==> src/logic/dtw_params.svh <==
// constants for the dual timer / time base / watchdog block
// assumes a 200 MHz core clock and a register index per word
`ifndef DTW_PARAMS_SVH
`define DTW_PARAMS_SVH
// ====================================================
// clock rates
`define CLK_HZ        200000000
`define SLOW_CLK_HZ   32768
`define FAST_CLK_HZ   8000000
// ====================================================
// register indexes, byte address is four times these
`define IDX_IRQ_EN    6'h02
`define IDX_TA_LOW    6'h03
`define IDX_TA_HIGH   6'h04
`define IDX_TB_LOW    6'h05
`define IDX_TB_HIGH   6'h06
`define IDX_OPCTL_ONE 6'h09
`define IDX_OPCTL_TWO 6'h0a
`define IDX_STATUS    6'h0b
// ====================================================
// field positions
`define BIT_TA_IRQ_EN 2
`define BIT_TB_IRQ_EN 1
`define BIT_TA_RUN    2
`define BIT_TB_RUN    3
`define BIT_TB_ENABLE 4
`define TB_SEL_MSB    3
// ====================================================
// reset values and counts
`define RST_BYTE      8'h00
`define RST_COUNT     16'h0000
`define COUNT_ONES    16'hffff
`define WDT_LAST      15'h7fff
`define TB_PHASE_LAST 2'h2
`define ADDR_LANE     2'h0
`endif

==> src/logic/dtw_pkg.sv <==
// types shared by the timer block and its bench
// assumes the params header is compiled alongside
package dtw_pkg;
  // ====================================================
  // operating mode of the core, one-hot
  typedef enum logic [4:0] {
    MODE_FAST_ONLY = 5'b00001,  // fast clock only
    MODE_DUAL      = 5'b00010,  // fast core, timer a and time base slow
    MODE_SLOW_ONLY = 5'b00100,  // slow clock only
    MODE_IDLE      = 5'b01000,  // core halted, slow runs
    MODE_SLEEP     = 5'b10000   // all clocks halted
  } op_mode_e;
  // ====================================================
  // interrupt requests toward the core
  typedef struct packed {
    logic timeBase;  // time base period
    logic timerB;    // timer b underflow
    logic timerA;    // timer a underflow
  } irq_s;
endpackage : dtw_pkg

==> src/logic/dual_timer_timebase_watchdog.sv <==
// two reload timers, a time base divider and a watchdog
// assumes an apb master on clk and mode info from the core
//
// Functional notes
// RL1: two 16-bit counters, byte preload registers
// RL2: enabled counter decrements once per tick
// RL3: interrupt on wrap from zero to ones
// RL4: reload from preload bytes on underflow
// RL5: underflow period is preload plus one
// RL6: timer a slow clock, fast if fast-only
// RL7: reset clears counter, first tick underflows
// RL8: firmware loads preload before enabling
// RL9: timer a mask bit 2, preload 3 and 4
// RL10: timer a runs while control bit 2 set
// RL11: timer b ticks at system clock over 1.5
// RL12: timer b mask bit 1, preload 5 and 6
// RL13: timer b runs while control bit 3 set
// RL14: time base divides slow clock by select
// RL15: time base enable bit 4, select write-only
// RL16: watchdog exists only with build option
// RL17: watchdog resets after 32768 timer a ticks
// RL18: clear instruction restarts watchdog count
// RL19: firmware clears watchdog often enough
// RL20: watchdog runs except in sleep
// RL21: dual mode: timer a, time base on slow
// RL22: request only when its enable bit set
// RL23: time base disable holds divider at zero
//
// Implementation choice: the APB register port.
`include "dtw_params.svh"
`timescale 1ns/10ps
`default_nettype none
module dual_timer_timebase_watchdog #(
  parameter int unsigned SLOW_DIV = `CLK_HZ / `SLOW_CLK_HZ,  // cycles per slow tick
  parameter int unsigned FAST_DIV = `CLK_HZ / `FAST_CLK_HZ,  // cycles per fast tick
  parameter bit          WATCHDOG_BUILD_OPTION = 1'b1        // watchdog fitted
) (
  input  wire logic             clk,            // 200 MHz core clock
  input  wire logic             sys_rst,        // async reset, high
  input  wire logic             psel,           // apb select
  input  wire logic             penable,        // apb access phase
  input  wire logic             pwrite,         // apb direction
  input  wire logic [7:0]       paddr,          // apb byte address
  input  wire logic [31:0]      pwdata,         // apb write data
  output logic      [31:0]      prdata,         // apb read data
  output logic                  pready,         // apb ready
  output logic                  pslverr,        // apb error
  input  wire dtw_pkg::op_mode_e opMode,        // core operating mode
  input  wire logic             watchdogClear,  // clear instruction pulse
  output dtw_pkg::irq_s         irqReq,         // interrupt pulses
  output logic                  watchdogReset   // system reset pulse
);
  import dtw_pkg::*;

  // ====================================================
  // clock-rate dividers
  // one-cycle enables stand in for the slow and fast clocks
  logic [15:0] slowDiv_reg;  // slow clock phase
  logic [15:0] fastDiv_reg;  // fast clock phase
  logic        slowTick;     // one slow clock edge
  logic        fastTick;     // one fast clock edge

  // a tick is the last count of its divider, so the first slow
  // tick lands SLOW_DIV cycles after reset, not at once
  assign slowTick = (slowDiv_reg == 16'(SLOW_DIV - 1));
  assign fastTick = (fastDiv_reg == 16'(FAST_DIV - 1));

  // free-running slow divider
  always_ff @(posedge clk or posedge sys_rst) begin
    if (sys_rst) begin
      slowDiv_reg <= `RST_COUNT;
    end else if (slowTick) begin
      slowDiv_reg <= `RST_COUNT;
    end else begin
      slowDiv_reg <= slowDiv_reg + 16'h0001;
    end
  end

  // free-running fast divider
  always_ff @(posedge clk or posedge sys_rst) begin
    if (sys_rst) begin
      fastDiv_reg <= `RST_COUNT;
    end else if (fastTick) begin
      fastDiv_reg <= `RST_COUNT;
    end else begin
      fastDiv_reg <= fastDiv_reg + 16'h0001;
    end
  end

  // ====================================================
  // clock source selection per mode
  logic timerATick;  // timer a source edge
  logic sysTick;     // system clock edge
  logic slowRun;     // slow clock alive
  logic timerBTick;  // timer b source edge
  logic [1:0] phase_reg;  // divide by 1.5 phase

  // sleep stops every source, idle keeps only the slow one
  always_comb begin
    slowRun    = slowTick & (opMode != MODE_SLEEP);
    timerATick = slowRun;                            // see RL21
    sysTick    = 1'b0;
    unique case (opMode)
      MODE_FAST_ONLY: begin
        timerATick = fastTick;                       // see RL6
        sysTick    = fastTick;
      end
      MODE_DUAL: begin
        sysTick = fastTick;
      end
      MODE_SLOW_ONLY: begin
        sysTick = slowTick;
      end
      MODE_IDLE: begin
        sysTick = 1'b0;  // core clock halted
      end
      MODE_SLEEP: begin
        sysTick = 1'b0;
      end
      default: begin
        sysTick = 1'b0;  // illegal mode code, system clock held still
      end
    endcase
  end

  // phase 0 drops one system tick in three; any even run of
  // timer b ticks spans an exact multiple of three system ticks
  // two timer b ticks for every three system ticks
  assign timerBTick = sysTick & (phase_reg != 2'h0);  // see RL11

  // phase of the 1.5 divider
  always_ff @(posedge clk or posedge sys_rst) begin
    if (sys_rst) begin
      phase_reg <= 2'h0;
    end else if (sysTick) begin
      phase_reg <= (phase_reg == `TB_PHASE_LAST) ? 2'h0 : phase_reg + 2'h1;
    end
  end

  // ====================================================
  // software-visible control registers
  logic [7:0] irqEnable_reg;  // interrupt enables
  logic [7:0] preALow_reg;    // timer a low byte
  logic [7:0] preAHigh_reg;   // timer a high byte
  logic [7:0] preBLow_reg;    // timer b low byte
  logic [7:0] preBHigh_reg;   // timer b high byte
  logic [7:0] opCtlOne_reg;   // run bits
  logic       tbEnable_reg;   // time base enable
  logic [3:0] tbSelect_reg;   // time base rate select
  logic [5:0] index;          // word index
  logic       hit;            // mapped address
  logic       wrStrobe;       // write takes effect

  assign index    = paddr[7:2];
  assign wrStrobe = psel & penable & pwrite & hit;

  // address decode, misaligned counts as unmapped
  always_comb begin
    hit = (paddr[1:0] == `ADDR_LANE);
    unique case (index)
      `IDX_IRQ_EN, `IDX_TA_LOW, `IDX_TA_HIGH,
      `IDX_TB_LOW, `IDX_TB_HIGH, `IDX_OPCTL_ONE,
      `IDX_OPCTL_TWO, `IDX_STATUS: begin
        hit = hit;
      end
      default: begin
        hit = 1'b0;
      end
    endcase
  end

  // register writes, low byte lane only
  // upper write lanes are dropped; every writable register is one byte
  always_ff @(posedge clk or posedge sys_rst) begin
    if (sys_rst) begin
      irqEnable_reg <= `RST_BYTE;  // see RL9
      preALow_reg   <= `RST_BYTE;
      preAHigh_reg  <= `RST_BYTE;
      preBLow_reg   <= `RST_BYTE;
      preBHigh_reg  <= `RST_BYTE;
      opCtlOne_reg  <= `RST_BYTE;  // see RL10
      tbEnable_reg  <= 1'b0;       // see RL15
      tbSelect_reg  <= 4'h0;
    end else if (wrStrobe) begin
      unique case (index)
        `IDX_IRQ_EN: begin
          irqEnable_reg <= pwdata[7:0];     // see RL12
        end
        `IDX_TA_LOW: begin
          preALow_reg <= pwdata[7:0];       // see RL1
        end
        `IDX_TA_HIGH: begin
          preAHigh_reg <= pwdata[7:0];
        end
        `IDX_TB_LOW: begin
          preBLow_reg <= pwdata[7:0];
        end
        `IDX_TB_HIGH: begin
          preBHigh_reg <= pwdata[7:0];
        end
        `IDX_OPCTL_ONE: begin
          opCtlOne_reg <= pwdata[7:0];      // see RL13
        end
        `IDX_OPCTL_TWO: begin
          tbEnable_reg <= pwdata[`BIT_TB_ENABLE];
          tbSelect_reg <= pwdata[`TB_SEL_MSB:0];
        end
        default: begin
          // status is read-only, writes dropped
        end
      endcase
    end
  end

  // ====================================================
  // reload down-counters
  logic [15:0] countA_reg;   // timer a count
  logic [15:0] countB_reg;   // timer b count
  logic        runA;         // timer a enabled
  logic        runB;         // timer b enabled
  logic        underA;       // timer a wraps now
  logic        underB;       // timer b wraps now

  // the run bit gates the tick, so a stopped timer keeps its
  // count and resumes from it when enabled again
  assign runA   = opCtlOne_reg[`BIT_TA_RUN];
  assign runB   = opCtlOne_reg[`BIT_TB_RUN];
  // a zero count after reset wraps on the first tick
  assign underA = runA & timerATick & (countA_reg == `RST_COUNT);  // see RL7
  assign underB = runB & timerBTick & (countB_reg == `RST_COUNT);  // see RL3

  // timer a: decrement, reload on wrap
  always_ff @(posedge clk or posedge sys_rst) begin
    if (sys_rst) begin
      countA_reg <= `RST_COUNT;                      // see RL7
    end else if (underA) begin
      countA_reg <= {preAHigh_reg, preALow_reg};     // see RL4
    end else if (runA & timerATick) begin
      countA_reg <= countA_reg - 16'h0001;           // see RL2
    end
  end

  // timer b: same structure on its own source
  always_ff @(posedge clk or posedge sys_rst) begin
    if (sys_rst) begin
      countB_reg <= `RST_COUNT;
    end else if (underB) begin
      countB_reg <= {preBHigh_reg, preBLow_reg};     // see RL5
    end else if (runB & timerBTick) begin
      countB_reg <= countB_reg - 16'h0001;           // see RL2
    end
  end

  // ====================================================
  // time base divider
  logic [15:0] tbDiv_reg;  // slow ticks in period
  logic [15:0] tbLast;     // last count of period
  logic        tbFire;     // period ends now

  // code 0 halves the slow clock, each step halves again
  assign tbLast = (16'h0002 << tbSelect_reg) - 16'h0001;          // see RL14
  // greater-or-equal: lowering the select mid-period must not let
  // the divider run past its end and wrap the whole 16-bit range
  assign tbFire = tbEnable_reg & slowRun & (tbDiv_reg >= tbLast);

  // cleared while disabled so a restart gives a full period
  always_ff @(posedge clk or posedge sys_rst) begin
    if (sys_rst) begin
      tbDiv_reg <= `RST_COUNT;
    end else if (!tbEnable_reg) begin
      tbDiv_reg <= `RST_COUNT;                       // see RL23
    end else if (tbFire) begin
      tbDiv_reg <= `RST_COUNT;
    end else if (slowRun) begin
      tbDiv_reg <= tbDiv_reg + 16'h0001;             // see RL15
    end
  end

  // ====================================================
  // interrupt requests, registered one-cycle pulses
  // no latching here: the core's own logic keeps pending state
  // the mask is sampled in the underflow cycle; the request one
  // cycle later follows the mask as it stood at the wrap
  always_ff @(posedge clk or posedge sys_rst) begin
    if (sys_rst) begin
      irqReq <= '0;
    end else begin
      irqReq.timerA   <= underA & irqEnable_reg[`BIT_TA_IRQ_EN];  // see RL22
      irqReq.timerB   <= underB & irqEnable_reg[`BIT_TB_IRQ_EN];  // see RL12
      irqReq.timeBase <= tbFire;
    end
  end

  // ====================================================
  // watchdog
  logic [14:0] wdtCount_reg;  // timer a source ticks
  logic        wdtTick;       // source alive, not sleeping

  // counts the timer a source, so sleep stops it
  // fifteen bits wrap after 32768 ticks, the overflow point;
  // in fast-only operation it fills far sooner than on slow
  assign wdtTick = timerATick;  // see RL20

  generate
    if (WATCHDOG_BUILD_OPTION) begin : g_wdt
      // clear beats a tick in the same cycle
      always_ff @(posedge clk or posedge sys_rst) begin
        if (sys_rst) begin
          wdtCount_reg  <= 15'h0000;
          watchdogReset <= 1'b0;
        end else begin
          watchdogReset <= 1'b0;
          if (watchdogClear) begin
            wdtCount_reg <= 15'h0000;                  // see RL18
          end else if (wdtTick) begin
            wdtCount_reg <= wdtCount_reg + 15'h0001;   // wraps to zero
            if (wdtCount_reg == `WDT_LAST) begin
              watchdogReset <= 1'b1;                   // see RL17
            end
          end
        end
      end
    end else begin : g_no_wdt
      // not fitted: never resets the system
      assign wdtCount_reg  = 15'h0000;                 // see RL16
      assign watchdogReset = 1'b0;
    end
  endgenerate

  // ====================================================
  // apb answer
  // zero wait states; data is captured in the setup cycle
  // writes land in the access cycle, so they need no capture;
  // a read shows the state as it stood in the setup cycle
  assign pready = 1'b1;

  // read data and error, registered at setup
  always_ff @(posedge clk or posedge sys_rst) begin
    if (sys_rst) begin
      prdata  <= 32'h0000_0000;
      pslverr <= 1'b0;
    end else if (psel & !penable) begin
      pslverr <= !hit;
      prdata  <= 32'h0000_0000;
      if (!pwrite & hit) begin
        unique case (index)
          `IDX_IRQ_EN: begin
            prdata[`BIT_TA_IRQ_EN] <= irqEnable_reg[`BIT_TA_IRQ_EN];
            prdata[`BIT_TB_IRQ_EN] <= irqEnable_reg[`BIT_TB_IRQ_EN];
          end
          `IDX_OPCTL_ONE: begin
            prdata[`BIT_TA_RUN] <= runA;
            prdata[`BIT_TB_RUN] <= runB;
          end
          `IDX_OPCTL_TWO: begin
            // select bits are write-only and read zero
            prdata[`BIT_TB_ENABLE] <= tbEnable_reg;
          end
          `IDX_STATUS: begin
            prdata <= {countB_reg, countA_reg};
          end
          default: begin
            // preload bytes are write-only
          end
        endcase
      end
    end
  end

  // unused upper data bits of writes and the watchdog count
  // folded into one bit so no input is left dangling
  logic unusedBits;  // sink for ignored lanes
  assign unusedBits = ^{pwdata[31:8], wdtCount_reg};

endmodule : dual_timer_timebase_watchdog
`default_nettype wire

==> config.mk <==
export PLATFORM = sky130hd
export DESIGN_NAME = dual_timer_timebase_watchdog
export DESIGN_NICKNAME = d
export VERILOG_FILES = /design/src/logic/dtw_pkg.sv /design/src/logic/dual_timer_timebase_watchdog.sv
export VERILOG_INCLUDE_DIRS = /design/src /design/src/logic
export SDC_FILE = /design/constraint.sdc
export NUM_CORES = 1
export LEC_CHECK = 0
export BUFFER_PORTS_ARGS = -buffer_cell sky130_fd_sc_hd__buf_2
export CORE_MARGIN = 3
export CORE_UTILIZATION = 54
export CTS_CLUSTER_SIZE = 28
export DETAILED_ROUTE_END_ITERATION = 8
export PLACE_DENSITY = 0.8
export SYNTH_ARGS = -nofsm -noshare
export SYNTH_HDL_FRONTEND = slang
export SYNTH_SLANG_ARGS = --single-unit
==> constraint.sdc <==
create_clock -name clk -period 5.6 [get_ports clk]
set_clock_uncertainty 0.05 [all_clocks]
set_input_delay 1.12 -clock clk [delete_from_list [all_inputs] [get_ports clk]]
set_output_delay 1.12 -clock clk [all_outputs]
set_load 0.03 [all_outputs]
# Word level (Yosys, flattened, before mapping)
# Index checks and enable logic that the tools add are counted.
[word_totals]
mem_bits_ro = 0
latchBits = 0
n_memories = 0
elab_cells = 107
output_inout_bits = 38
ramBits = 0
reg_bits = 178
inputBits = 51
[op_classes]
n_reduce_logical = 19
mul = 0
addsub = 8
shifts = 1
div = 0
magnitude_cmp = 1
n_eq_ne = 17
mux = 25
bitwise_logic = 15
[ops]
columns = ["op", "count"]
rows = [
  ["two-way mux 16 bit", 9],
  ["adder 16 x 1 -> 16 bit, second input constant", 3],
  ["subtractor 16 x 1 -> 16 bit, second input constant", 3],
  ["logical NOT 16 bit", 2],
  ["two-way mux 32 bit", 1],
  ["two-way mux 15 bit", 2],
  ["two-way mux 27 bit", 1],
  ["equality test 6 x 3 -> 1 bit, second input constant", 3],
  ["equality test 6 x 4 -> 1 bit, second input constant", 3],
  ["equality test 16 x 13 -> 1 bit, second input constant", 1],
  ["equality test 16 x 5 -> 1 bit, second input constant", 1],
  ["greater-or-equal comparator 16 bit", 1],
  ["<< shifter 2 x 4 -> 16 bit, first input constant", 1],
  ["adder 15 x 1 -> 15 bit, second input constant", 1],
  ["bitwise AND 1 bit", 15],
  ["equality test 15 bit, second input constant", 1],
  ["AND reduction 2 bit", 7],
  ["equality test 6 x 2 -> 1 bit, second input constant", 2],
  ["one-hot mux 1 bit (2 select lines)", 4],
  ["nonzero test 2 bit", 4],
  ["OR reduction 8 bit", 1],
  ["two-way mux 1 bit", 6],
  ["equality test 5 x 1 -> 1 bit, second input constant", 1],
  ["equality test 5 x 2 -> 1 bit, second input constant", 1],
  ["10 further kinds", 12],
]

# Longest topological paths before layout
# Gate-level depths: netlist of the first run.
[logic_depth]
word_depth = 7
depth_mapped = 15
ltp_nobuf = 14

# Worst setup path after synthesis of the first run
# No wires, ideal clock.
[synth_path]
kind = "flip-flop to flip-flop"
from = "reg tbSelect_reg[0]"
to = "reg tbDiv_reg[2]"
n_path_buf = 1
slack_ns = 2.085
synth_period_minus_slack_ns = 3.515
t_arrival_ns = 3.347
setup_time_ns = 0.118
path_stages_with_launch = 15
required_time_ns = 5.432
path_cell_list = "dfrtp_1 > or2_2 > or3_1 > ha_1 > or2_2 > o21ai_0 > a22o_1 > a21oi_1 > ha_1 > nand4_1 > or3_1 > nand4b_1 > clkbuf_1 > a21oi_1 > a21o_1"
[synth_via]
elab_chain_cells = 6
word_cells_on_any_way = 7
classes_between = "add/sub (1); order compare (1); eq/ne (1); shift (1); mux (2); bitwise (1)"
[synth_lines]
columns = ["item", "line", "rtl"]
rows = [
  ["from (decl)", "dual_timer_timebase_watchdog.sv:149", "logic [3:0] tbSelect_reg;"],
  ["from (signal assigned)", "dual_timer_timebase_watchdog.sv:206", "tbSelect_reg <= pwdata[`TB_SEL_MSB:0];"],
  ["<< shifter 2 x 4 -> 16 bit (*)", "dual_timer_timebase_watchdog.sv:261", "assign tbLast = (16'h0002 << tbSelect_reg) - 16'h0001;"],
  ["subtractor 16 x 1 -> 16 bit (*)", "dual_timer_timebase_watchdog.sv:261", ""],
  ["greater-or-equal comparator 16 bit (*)", "dual_timer_timebase_watchdog.sv:264", "assign tbFire = tbEnable_reg & slowRun & (tbDiv_reg >= tbLast);"],
  ["bitwise AND 1 bit (*)", "dual_timer_timebase_watchdog.sv:264", ""],
  ["two-way mux 16 bit", "dual_timer_timebase_watchdog.sv:272", "end else if (tbFire) begin"],
  ["two-way mux 16 bit", "dual_timer_timebase_watchdog.sv:270", "end else if (!tbEnable_reg) begin"],
  ["to (signal assigned)", "dual_timer_timebase_watchdog.sv:269", "tbDiv_reg <= `RST_COUNT;"],
  ["to (signal assigned)", "dual_timer_timebase_watchdog.sv:271", "tbDiv_reg <= `RST_COUNT;"],
  ["to (signal assigned)", "dual_timer_timebase_watchdog.sv:273", "tbDiv_reg <= `RST_COUNT;"],
  ["to (decl)", "dual_timer_timebase_watchdog.sv:256", "logic [15:0] tbDiv_reg;"],
]
# Mark *: on every way between the ends. The rest lies on a longest branch, timed or not.
# A chain may end at the register's enable or synchronous reset.

# Worst setup path after layout of the first run
[layout_path]
from = "reg tbSelect_reg[1]"
to = "reg tbDiv_reg[6]"
# Same word-level chain as after synthesis.

==> key figures, run 1 <==
Clock network
  • # clock sinks: 175
  • Htree depth: 4
  • Root Driver: clkbuf_16
  • CTS Buffer Depth: 2
  • Number of post-CTS setup repair buffers: 0
  • Worst-Skew Late Latency: 0.43 ns
  • Hold_buf cts: 0
  • CTS buffer count: 17
  • Clock transition at path regs: 0.06 ns
  • CTS resizes: 0
  • CTS tree: built

Worst setup path
  • CP Max Fanout: 17
  • CP Launch Type: register
  • CP max stage cell: nand4b_1
  • CP Data Required Time: 5.89 ns
  • WP data arrival: 4.76 ns
  • Crit Path Class: register to register
  • Top delay family on crit path: simple AND/OR/NAND/NOR gates
  • Crit path buf inv count: 0
  • CP endpoint kind: register
  • Crit path cell chain: or2_2, or3_1, ha_1, or2_2, o21ai_0, a22o_1, a21oi_1, ha_1, nand4_1, nor3_1, a221oi_1, nand4b_1, or3_1, o211ai_1
  • Crit-path max cell delay: 0.59 ns

STA
  • Total negative slack: 0 ns
  • Worst-margin pin slew: 0.982 ns
  • Fmax: 224 MHz
  • Post-route minimum period: 4.47 ns
  • Fin crit share: 0.799
  • Unrepaired setup endpoints after global routing: no
  • Max Transition Viols Final: 0
  • Max transition margin: 0.346
  • Final Hold Vio Count: 0
  • # setup viols final: 0

Run status
  • Run status: finished clean

Synth
  • Post-synth EDFFs: 0
  • Register area share after synthesis: 0.504
  • Synthesized area: 0.00870 mm²
  • Ys Warns: 0
  • Top FF cell, synth: dfrtp_1
  • Yosys cell types: 64
  • Gate Count Post-Synth: 836
  • Avg Cell Area, Syn: 10.4 µm²
  • Synth Register Bits: 175
  • Syn_nets: 911
  • Post-synth ARST share: 1.00

Routing
  • Vias per inst: 5.92
  • Drt pass-1 iters: 5
  • Remaining DRCs: 0
  • Total number of vias: 6,614
  • Routed len/inst: 17.1 µm
  • Routed Antenna Nets: 0
  • DRT Wirelength: 19.1 mm
  • Detailed Route Iter0 Violations: 551

Die
  • Chip height: 133 µm
  • Die area: 0.0177 mm²
  • Die Wd: 133 µm
  • Row cnt: 45
  • Core ar.: 0.0155 mm²
  • Initial Util: 0.562
  • I/O pins: 89

GRT
  • Total GRT Usage: 0.224
  • Largest net degree at the start of global routing: 176
  • Vias in the first global route: 6,297
  • First-pass GRT wire length: 31.8 mm
  • Initial antenna violation count: 0
  • Overflow after GRT: 0

Final layout
  • Antenna cells: 0
  • Filler cell count: 1,242
  • Layout area overhead: 13.0%
  • Layout Cells excl Fill: 1,118
  • Register area: 0.00438 mm²
  • Layout cells sized above 1: 0.187
  • Area taken by multi-input logic gates: 0.00412 mm²
  • Largest register FFs: 32
  • Nets: 970
  • Top reg by flops: prdata

Power
  • Peak supply drop: 0.229 mV
  • Cell Pwr Density: 261 mW/mm²
  • Static Leak: 4.70 nW

Placement
  • Final Wtd Congestion: 0.866
  • DP Cell Count: 1,087
  • IO buf count: 63
  • DP HPWL: 13.0 mm

Job
  • Max capacitance violation total: 0

Hold path
  • Worst hold path type: register to register
-- cells in the final DEF, fill, tap and decap left out, types with 3 or more instances in the layout --
cell type  count
a21o_1        10
a21oi_1       48
a22o_1        31
a22oi_1        4
and3_1        19
and4_1         3
buf_2         63
buf_4          6
bufinv_16      3
clkbuf_16     17
clkinv_2       3
dfrtp_1      175
ha_1          24
inv_1         17
mux2_2        54
mux2i_1        4
nand2_1       66
nand2b_1      10
nand3_1       38
nand3b_1       5
nand4_1       15
nand4b_1       3
nand4bb_1      4
nor2_1        79
nor2b_1        3
nor3_1        18
nor4_1        11
nor4b_1        3
o2111ai_1      4
o211ai_1       8
o21ai_0       37
o2bb2ai_1      3
o31ai_1        6
o41ai_1        3
or2_2          7
or3_1         11
or4_1          7
xnor2_1       21
xor2_1        21
-- worst paths after layout --
check                                start         endpoint  slack (ns)  cells after the start
max                        tbSelect_reg[1]     tbDiv_reg[6]        1.13                     14
max in group asynchronous          sys_rst   preBLow_reg[1]        3.86                      3
min in group asynchronous          sys_rst       prdata[22]        0.85                      3
max reg2reg                tbSelect_reg[1]     tbDiv_reg[6]        1.13                     14
min                        fastDiv_reg[15]  fastDiv_reg[15]        0.43                      1
min reg2reg                fastDiv_reg[15]  fastDiv_reg[15]        0.43                      1
-- cell type report --
cell class,count,share of cell area
Tap cell,211,0.0269
Timing Repair Buffer,70,0.0387
Inverter,18,0.00726
Clock buffer,19,0.0461
Multi-Input combinational cell,613,0.419
Clock inverter,12,0.0162
Sequential cell,175,0.446
-- Yosys cell counts (3+ instances only) --
cell type / count / share of area
dfrtp_1: 175 / 0.50
nor2_1: 79 / 0.034
nand2_1: 66 / 0.028
mux2_2: 54 / 0.070
a21oi_1: 48 / 0.028
nand3_1: 38 / 0.022
o21ai_0: 37 / 0.021
a22o_1: 31 / 0.031
ha_1: 24 / 0.035
clkbuf_1: 21 / 0.0091
xnor2_1: 21 / 0.021
xor2_1: 21 / 0.021
and3_1: 19 / 0.014
inv_1: 18 / 0.0078
nor3_1: 18 / 0.010
nand4_1: 15 / 0.011
nor4_1: 11 / 0.0079
or3_1: 11 / 0.0079
a21o_1: 10 / 0.0086
nand2b_1: 10 / 0.0072
o211ai_1: 8 / 0.0069
or2_2: 7 / 0.0050
or4_1: 7 / 0.0060
buf_2: 6 / 0.0035
o31ai_1: 6 / 0.0052
nand3b_1: 5 / 0.0043
a22oi_1: 4 / 0.0035
mux2i_1: 4 / 0.0046
nand4bb_1: 4 / 0.0052
o2111ai_1: 4 / 0.0040
and4_1: 3 / 0.0030
nand4b_1: 3 / 0.0030
nor2b_1: 3 / 0.0022
nor4b_1: 3 / 0.0030
o2bb2ai_1: 3 / 0.0030
o41ai_1: 3 / 0.0030
-- stage by stage --
stage	total power [mW]	hold slack [ns]	instance area, µm²	utilization	setup WS, ns
2_1_floorplan	1.33	0.397	8700	-	2.08
3_3_place_gp	1.36	0.416	9220	0.595	1.35
3_5_place_dp	1.36	0.414	9220	0.595	1.11
4_1_cts	2.59	0.432	9830	0.635	1.10
5_1_grt	2.64	0.451	9830	0.635	0.768
6_report	2.56	0.428	9830	0.635	1.13
-- power breakdown --
| group | switching (mW) | internal (mW) |
|---|---|---|
| sequential | 0.000992 | 1.27 |
| clock | 0.502 | 0.727 |
| combinational | 0.0529 | 0.0153 |
-- worst reg2reg max path: stages (launching register included) --
cell	delay (ns)
dfrtp_1	0.49
or2_2	0.36
or3_1	0.34
ha_1	0.26
or2_2	0.32
o21ai_0	0.18
a22o_1	0.15
a21oi_1	0.08
ha_1	0.33
nand4_1	0.10
nor3_1	0.06
a221oi_1	0.40
nand4b_1	0.60
or3_1	0.56
o211ai_1	0.10
-- per-layer routing --
| layer | global-route usage | up-vias | share of wire |
|---|---|---|---|
| met2 | 0.346 | 167 | 0.47 |
| met4 | 0.0918 | 0 | 0.022 |
| met5 | 0 | - | 0 |
| met3 | 0.0498 | 36 | 0.054 |
| met1 | 0.309 | 3226 | 0.45 |
| li1 | - | 3185 | - |
-- cells by family after synthesis --
family,synth area share
adders and majority gates,0.0345
muxes,0.0758
buffers and inverters,0.0224
AOI/OAI and AO/OA,0.131
DFF,0.504
other,0.000431
and+or+nand+nor,0.190
xor gates and xnor gates,0.0423
No activity file was read; power rests on OpenSTA's default activity.
==> run 2, diff against run 1 <==
--- a/config.mk
+++ b/config.mk
@@ -6,12 +6,13 @@
 export SDC_FILE = /design/constraint.sdc
 export NUM_CORES = 1
 export LEC_CHECK = 0
+export ABC_AREA = 1
 export BUFFER_PORTS_ARGS = -buffer_cell sky130_fd_sc_hd__buf_2
 export CORE_MARGIN = 3
 export CORE_UTILIZATION = 54
 export CTS_CLUSTER_SIZE = 28
 export DETAILED_ROUTE_END_ITERATION = 8
-export PLACE_DENSITY = 0.8
+export PLACE_DENSITY = 0.79
 export SYNTH_ARGS = -nofsm -noshare
 export SYNTH_HDL_FRONTEND = slang
 export SYNTH_SLANG_ARGS = --single-unit
==> constraint.sdc (replaced) <==
create_clock -name clk -period 4 [get_ports clk]
set_clock_uncertainty 0.05 [all_clocks]
set_input_delay 0.8 -clock clk [delete_from_list [all_inputs] [get_ports clk]]
set_output_delay 0.8 -clock clk [all_outputs]
set_load 0.03 [all_outputs]
==> run 2 against run 1 <==
Compared with the run above: worst setup slack lost 0.13 ns; synthesized cell count rose by 52%; non-clock buffer count decreased by 3; fmax increased by 49%; register-to-register slack worse by 0.13 ns; largest power group unchanged; clock-buffer cell count did not move; critical path type unchanged; synthesized area increased by 14%; sequential power grew 39%; critical path depth decreased by 1; cell count up 40%; routed wire length up 16%.
==> key figures, run 2 <==
Routing
  • Drt pass-1 iters: 6 (was 5)
  • Routed len/inst: 14.1 µm (was 17.1 µm)
  • DRT Wirelength: 22.1 mm (was 19.1 mm)
  • Total number of vias: 8,392 (was 6,614)
  • Detailed Route Iter0 Violations: 615 (was 551)
  • Routed Antenna Nets: 0 (unchanged)
  • Remaining DRCs: 0 (unchanged)
  • Vias per inst: 5.35 (was 5.92)

STA
  • Max Transition Viols Final: 0 (unchanged)
  • Max transition margin: 0.337 (was 0.346)
  • Post-route minimum period: 3.00 ns (was 4.47 ns)
  • Final Hold Vio Count: 0 (unchanged)
  • # setup viols final: 0 (unchanged)
  • Fin crit share: 0.751 (was 0.799)
  • Worst-margin pin slew: 0.992 ns (was 0.982 ns)
  • Unrepaired setup endpoints after global routing: no (unchanged)
  • Total negative slack: 0 ns (unchanged)
  • Fmax: 333 MHz (was 224 MHz)

Power
  • Peak supply drop: 0.313 mV (was 0.229 mV)
  • Cell Pwr Density: 330 mW/mm² (was 261 mW/mm²)
  • Total Power: 3.64 mW (was 2.56 mW)
  • Static Leak: 5.58 nW (was 4.70 nW)

Final layout
  • Nets: 1,406 (was 970)
  • Top reg by flops: prdata (unchanged)
  • Largest register FFs: 32 (unchanged)
  • Layout cells sized above 1: 0.130 (was 0.187)
  • Antenna cells: 0 (unchanged)
  • Most common cell after layout, fill and taps aside: nand2_1 (was dfrtp_1)
  • Final Util: 0.626 (was 0.635)
  • Layout area overhead: 11.1% (was 13.0%)
  • Most frequent cells in the layout: nand2_1, dfrtp_1, inv_1 (was dfrtp_1, nor2_1, nand2_1)

Synth
  • Top cells by area, synth: dfrtp_1, nand2_1, inv_1 (was dfrtp_1, mux2_2, ha_1)
  • Ys Warns: 0 (unchanged)
  • Synthesized area: 0.00990 mm² (was 0.00870 mm²)
  • Synth Register Bits: 175 (unchanged)
  • Leading area contributor after synthesis: dfrtp_1 (unchanged)
  • Yosys cell types: 45 (was 64)
  • Top cell type's share of synthesized area: 0.442 (was 0.504)
  • Count leader, synth: nand2_1 (was dfrtp_1)
  • Post-synth EDFFs: 0 (unchanged)
  • Avg Cell Area, Syn: 7.80 µm² (was 10.4 µm²)
  • Post-synth top cells: nand2_1, dfrtp_1, inv_1, nor2_1, nand3_1 (was dfrtp_1, nor2_1, nand2_1, mux2_2, a21oi_1)
  • Syn_nets: 1,345 (was 911)
  • Post-synth ARST share: 1.00 (unchanged)
  • Gate Count Post-Synth: 1,270 (was 836)
  • Top FF cell, synth: dfrtp_1 (unchanged)
  • Register area share after synthesis: 0.442 (was 0.504)

Die
  • Chip height: 141 µm (was 133 µm)
  • Row cnt: 48 (was 45)
  • Die area: 0.0200 mm² (was 0.0177 mm²)
  • Initial Util: 0.563 (was 0.562)
  • I/O pins: 89 (unchanged)
  • Core ar.: 0.0176 mm² (was 0.0155 mm²)
  • Die Wd: 141 µm (was 133 µm)

Clock network
  • CTS buffer count: 17 (unchanged)
  • Clock transition at path regs: 0.07 ns (was 0.06 ns)
  • Hold_buf cts: 0 (unchanged)
  • # clock sinks: 175 (unchanged)
  • CTS tree: built (unchanged)
  • Root Driver: clkbuf_16 (unchanged)
  • CTS Buffer Depth: 2 (unchanged)
  • CTS resizes: 0 (unchanged)
  • Htree depth: 4 (unchanged)
  • Worst-Skew Late Latency: 0.43 ns (about the same)
  • Number of post-CTS setup repair buffers: 0 (unchanged)

Worst setup path
  • CP Max Fanout: 9 (was 17)
  • CP Launch Type: register (unchanged)
  • CP Data Required Time: 4.32 ns (was 5.89 ns)
  • WP data arrival: 3.32 ns (was 4.76 ns)
  • Crit Path Class: register to register (unchanged)
  • CP endpoint kind: register (unchanged)

Placement
  • Final Wtd Congestion: 0.915 (was 0.866)
  • DP HPWL: 15.5 mm (was 13.0 mm)
  • IO buf count: 63 (unchanged)

Hold path
  • Worst hold path type: register to register (unchanged)

GRT
  • Initial antenna violation count: 1 (was 0)
  • Largest net degree at the start of global routing: 65 (was 176)
  • First-pass GRT wire length: 37.6 mm (was 31.8 mm)
  • Total GRT Usage: 0.228 (was 0.224)
  • Vias in the first global route: 7,851 (was 6,297)
  • Overflow after GRT: 0 (unchanged)

Run status
  • Run status: finished clean (unchanged)

Job
  • Max capacitance violation total: 0 (unchanged)
run 2: layout make-up:
type	count	area, µm²
fill	1460	6590
inverter	171	646
tap	225	282
multi-input combinational	899	4710
timing repair buffer	67	370
clock buffer	19	443
sequential	175	4380
clock inverter	12	178
run 2: critical path, cell delays in order, from the launching register on:
cell and delay [ns]:
dfrtp_1 0.45, nor2_1 0.24, nand2_1 0.12, ha_1 0.25, o21ai_0 0.11, xor2_1 0.17
inv_1 0.05, ha_1 0.28, a21oi_1 0.14, o21ai_0 0.11, a21oi_2 0.37, and2_1 0.41
nand3_1 0.13, nand2_1 0.08
run 2: through the flow:
stage | hold WS (ns) | worst slack [ns] | cells | area [µm²]
2_1_floorplan | 0.398 | 0.911 | 1270 | 9910
3_3_place_gp | 0.410 | 1.12 | 1537 | 10400
3_5_place_dp | 0.413 | 1.04 | 1537 | 10400
4_1_cts | 0.429 | 1.01 | 1568 | 11000
5_1_grt | 0.452 | 0.779 | 1568 | 11000
6_report | 0.426 | 0.998 | 1568 | 11000
run 2: cell families after synthesis:
family                   after synthesis  synth area share
buffers and inverters                196            0.0822
AO/OA/AOI/OAI                        172            0.0978
flip-flops                           175             0.442
other                                  1          0.000379
AND/OR/NAND/NOR                      654             0.305
adder cells (fa/ha/maj)               24            0.0303
XOR/XNOR                              48            0.0424
run 2: power by group:
group,internal (mW),switching (mW)
Sequential,1.77,0.00148
Combinational,0.0253,0.0893
Clock,1.01,0.733
run 2: per-layer routing:
| metal | part of all wire | global-route usage | up-vias |
|---|---|---|---|
| li1 | - | - | 4232 |
| met1 | 0.46 | 0.322 | 3893 |
| met2 | 0.47 | 0.367 | 234 |
| met3 | 0.057 | 0.0415 | 31 |
| met4 | 0.012 | 0.0540 | 2 |
| met5 | 0.00032 | 0 | - |
run 2: final timing paths:
| kind | end | depth (start not counted) | slack (ns) | from |
|---|---|---|---|---|
| setup / recovery | tbDiv_reg[10] | 13 | 1.0 | tbSelect_reg[2] |
| hold / removal | prdata[24] | 2 | 0.43 | prdata[24] |
| setup reg to reg | tbDiv_reg[10] | 13 | 1.0 | tbSelect_reg[2] |
| hold reg to reg | prdata[24] | 2 | 0.43 | prdata[24] |
| max in group asynchronous | prdata[11] | 3 | 2.57 | sys_rst |
| min in group asynchronous | slowDiv_reg[7] | 2 | 0.53 | sys_rst |
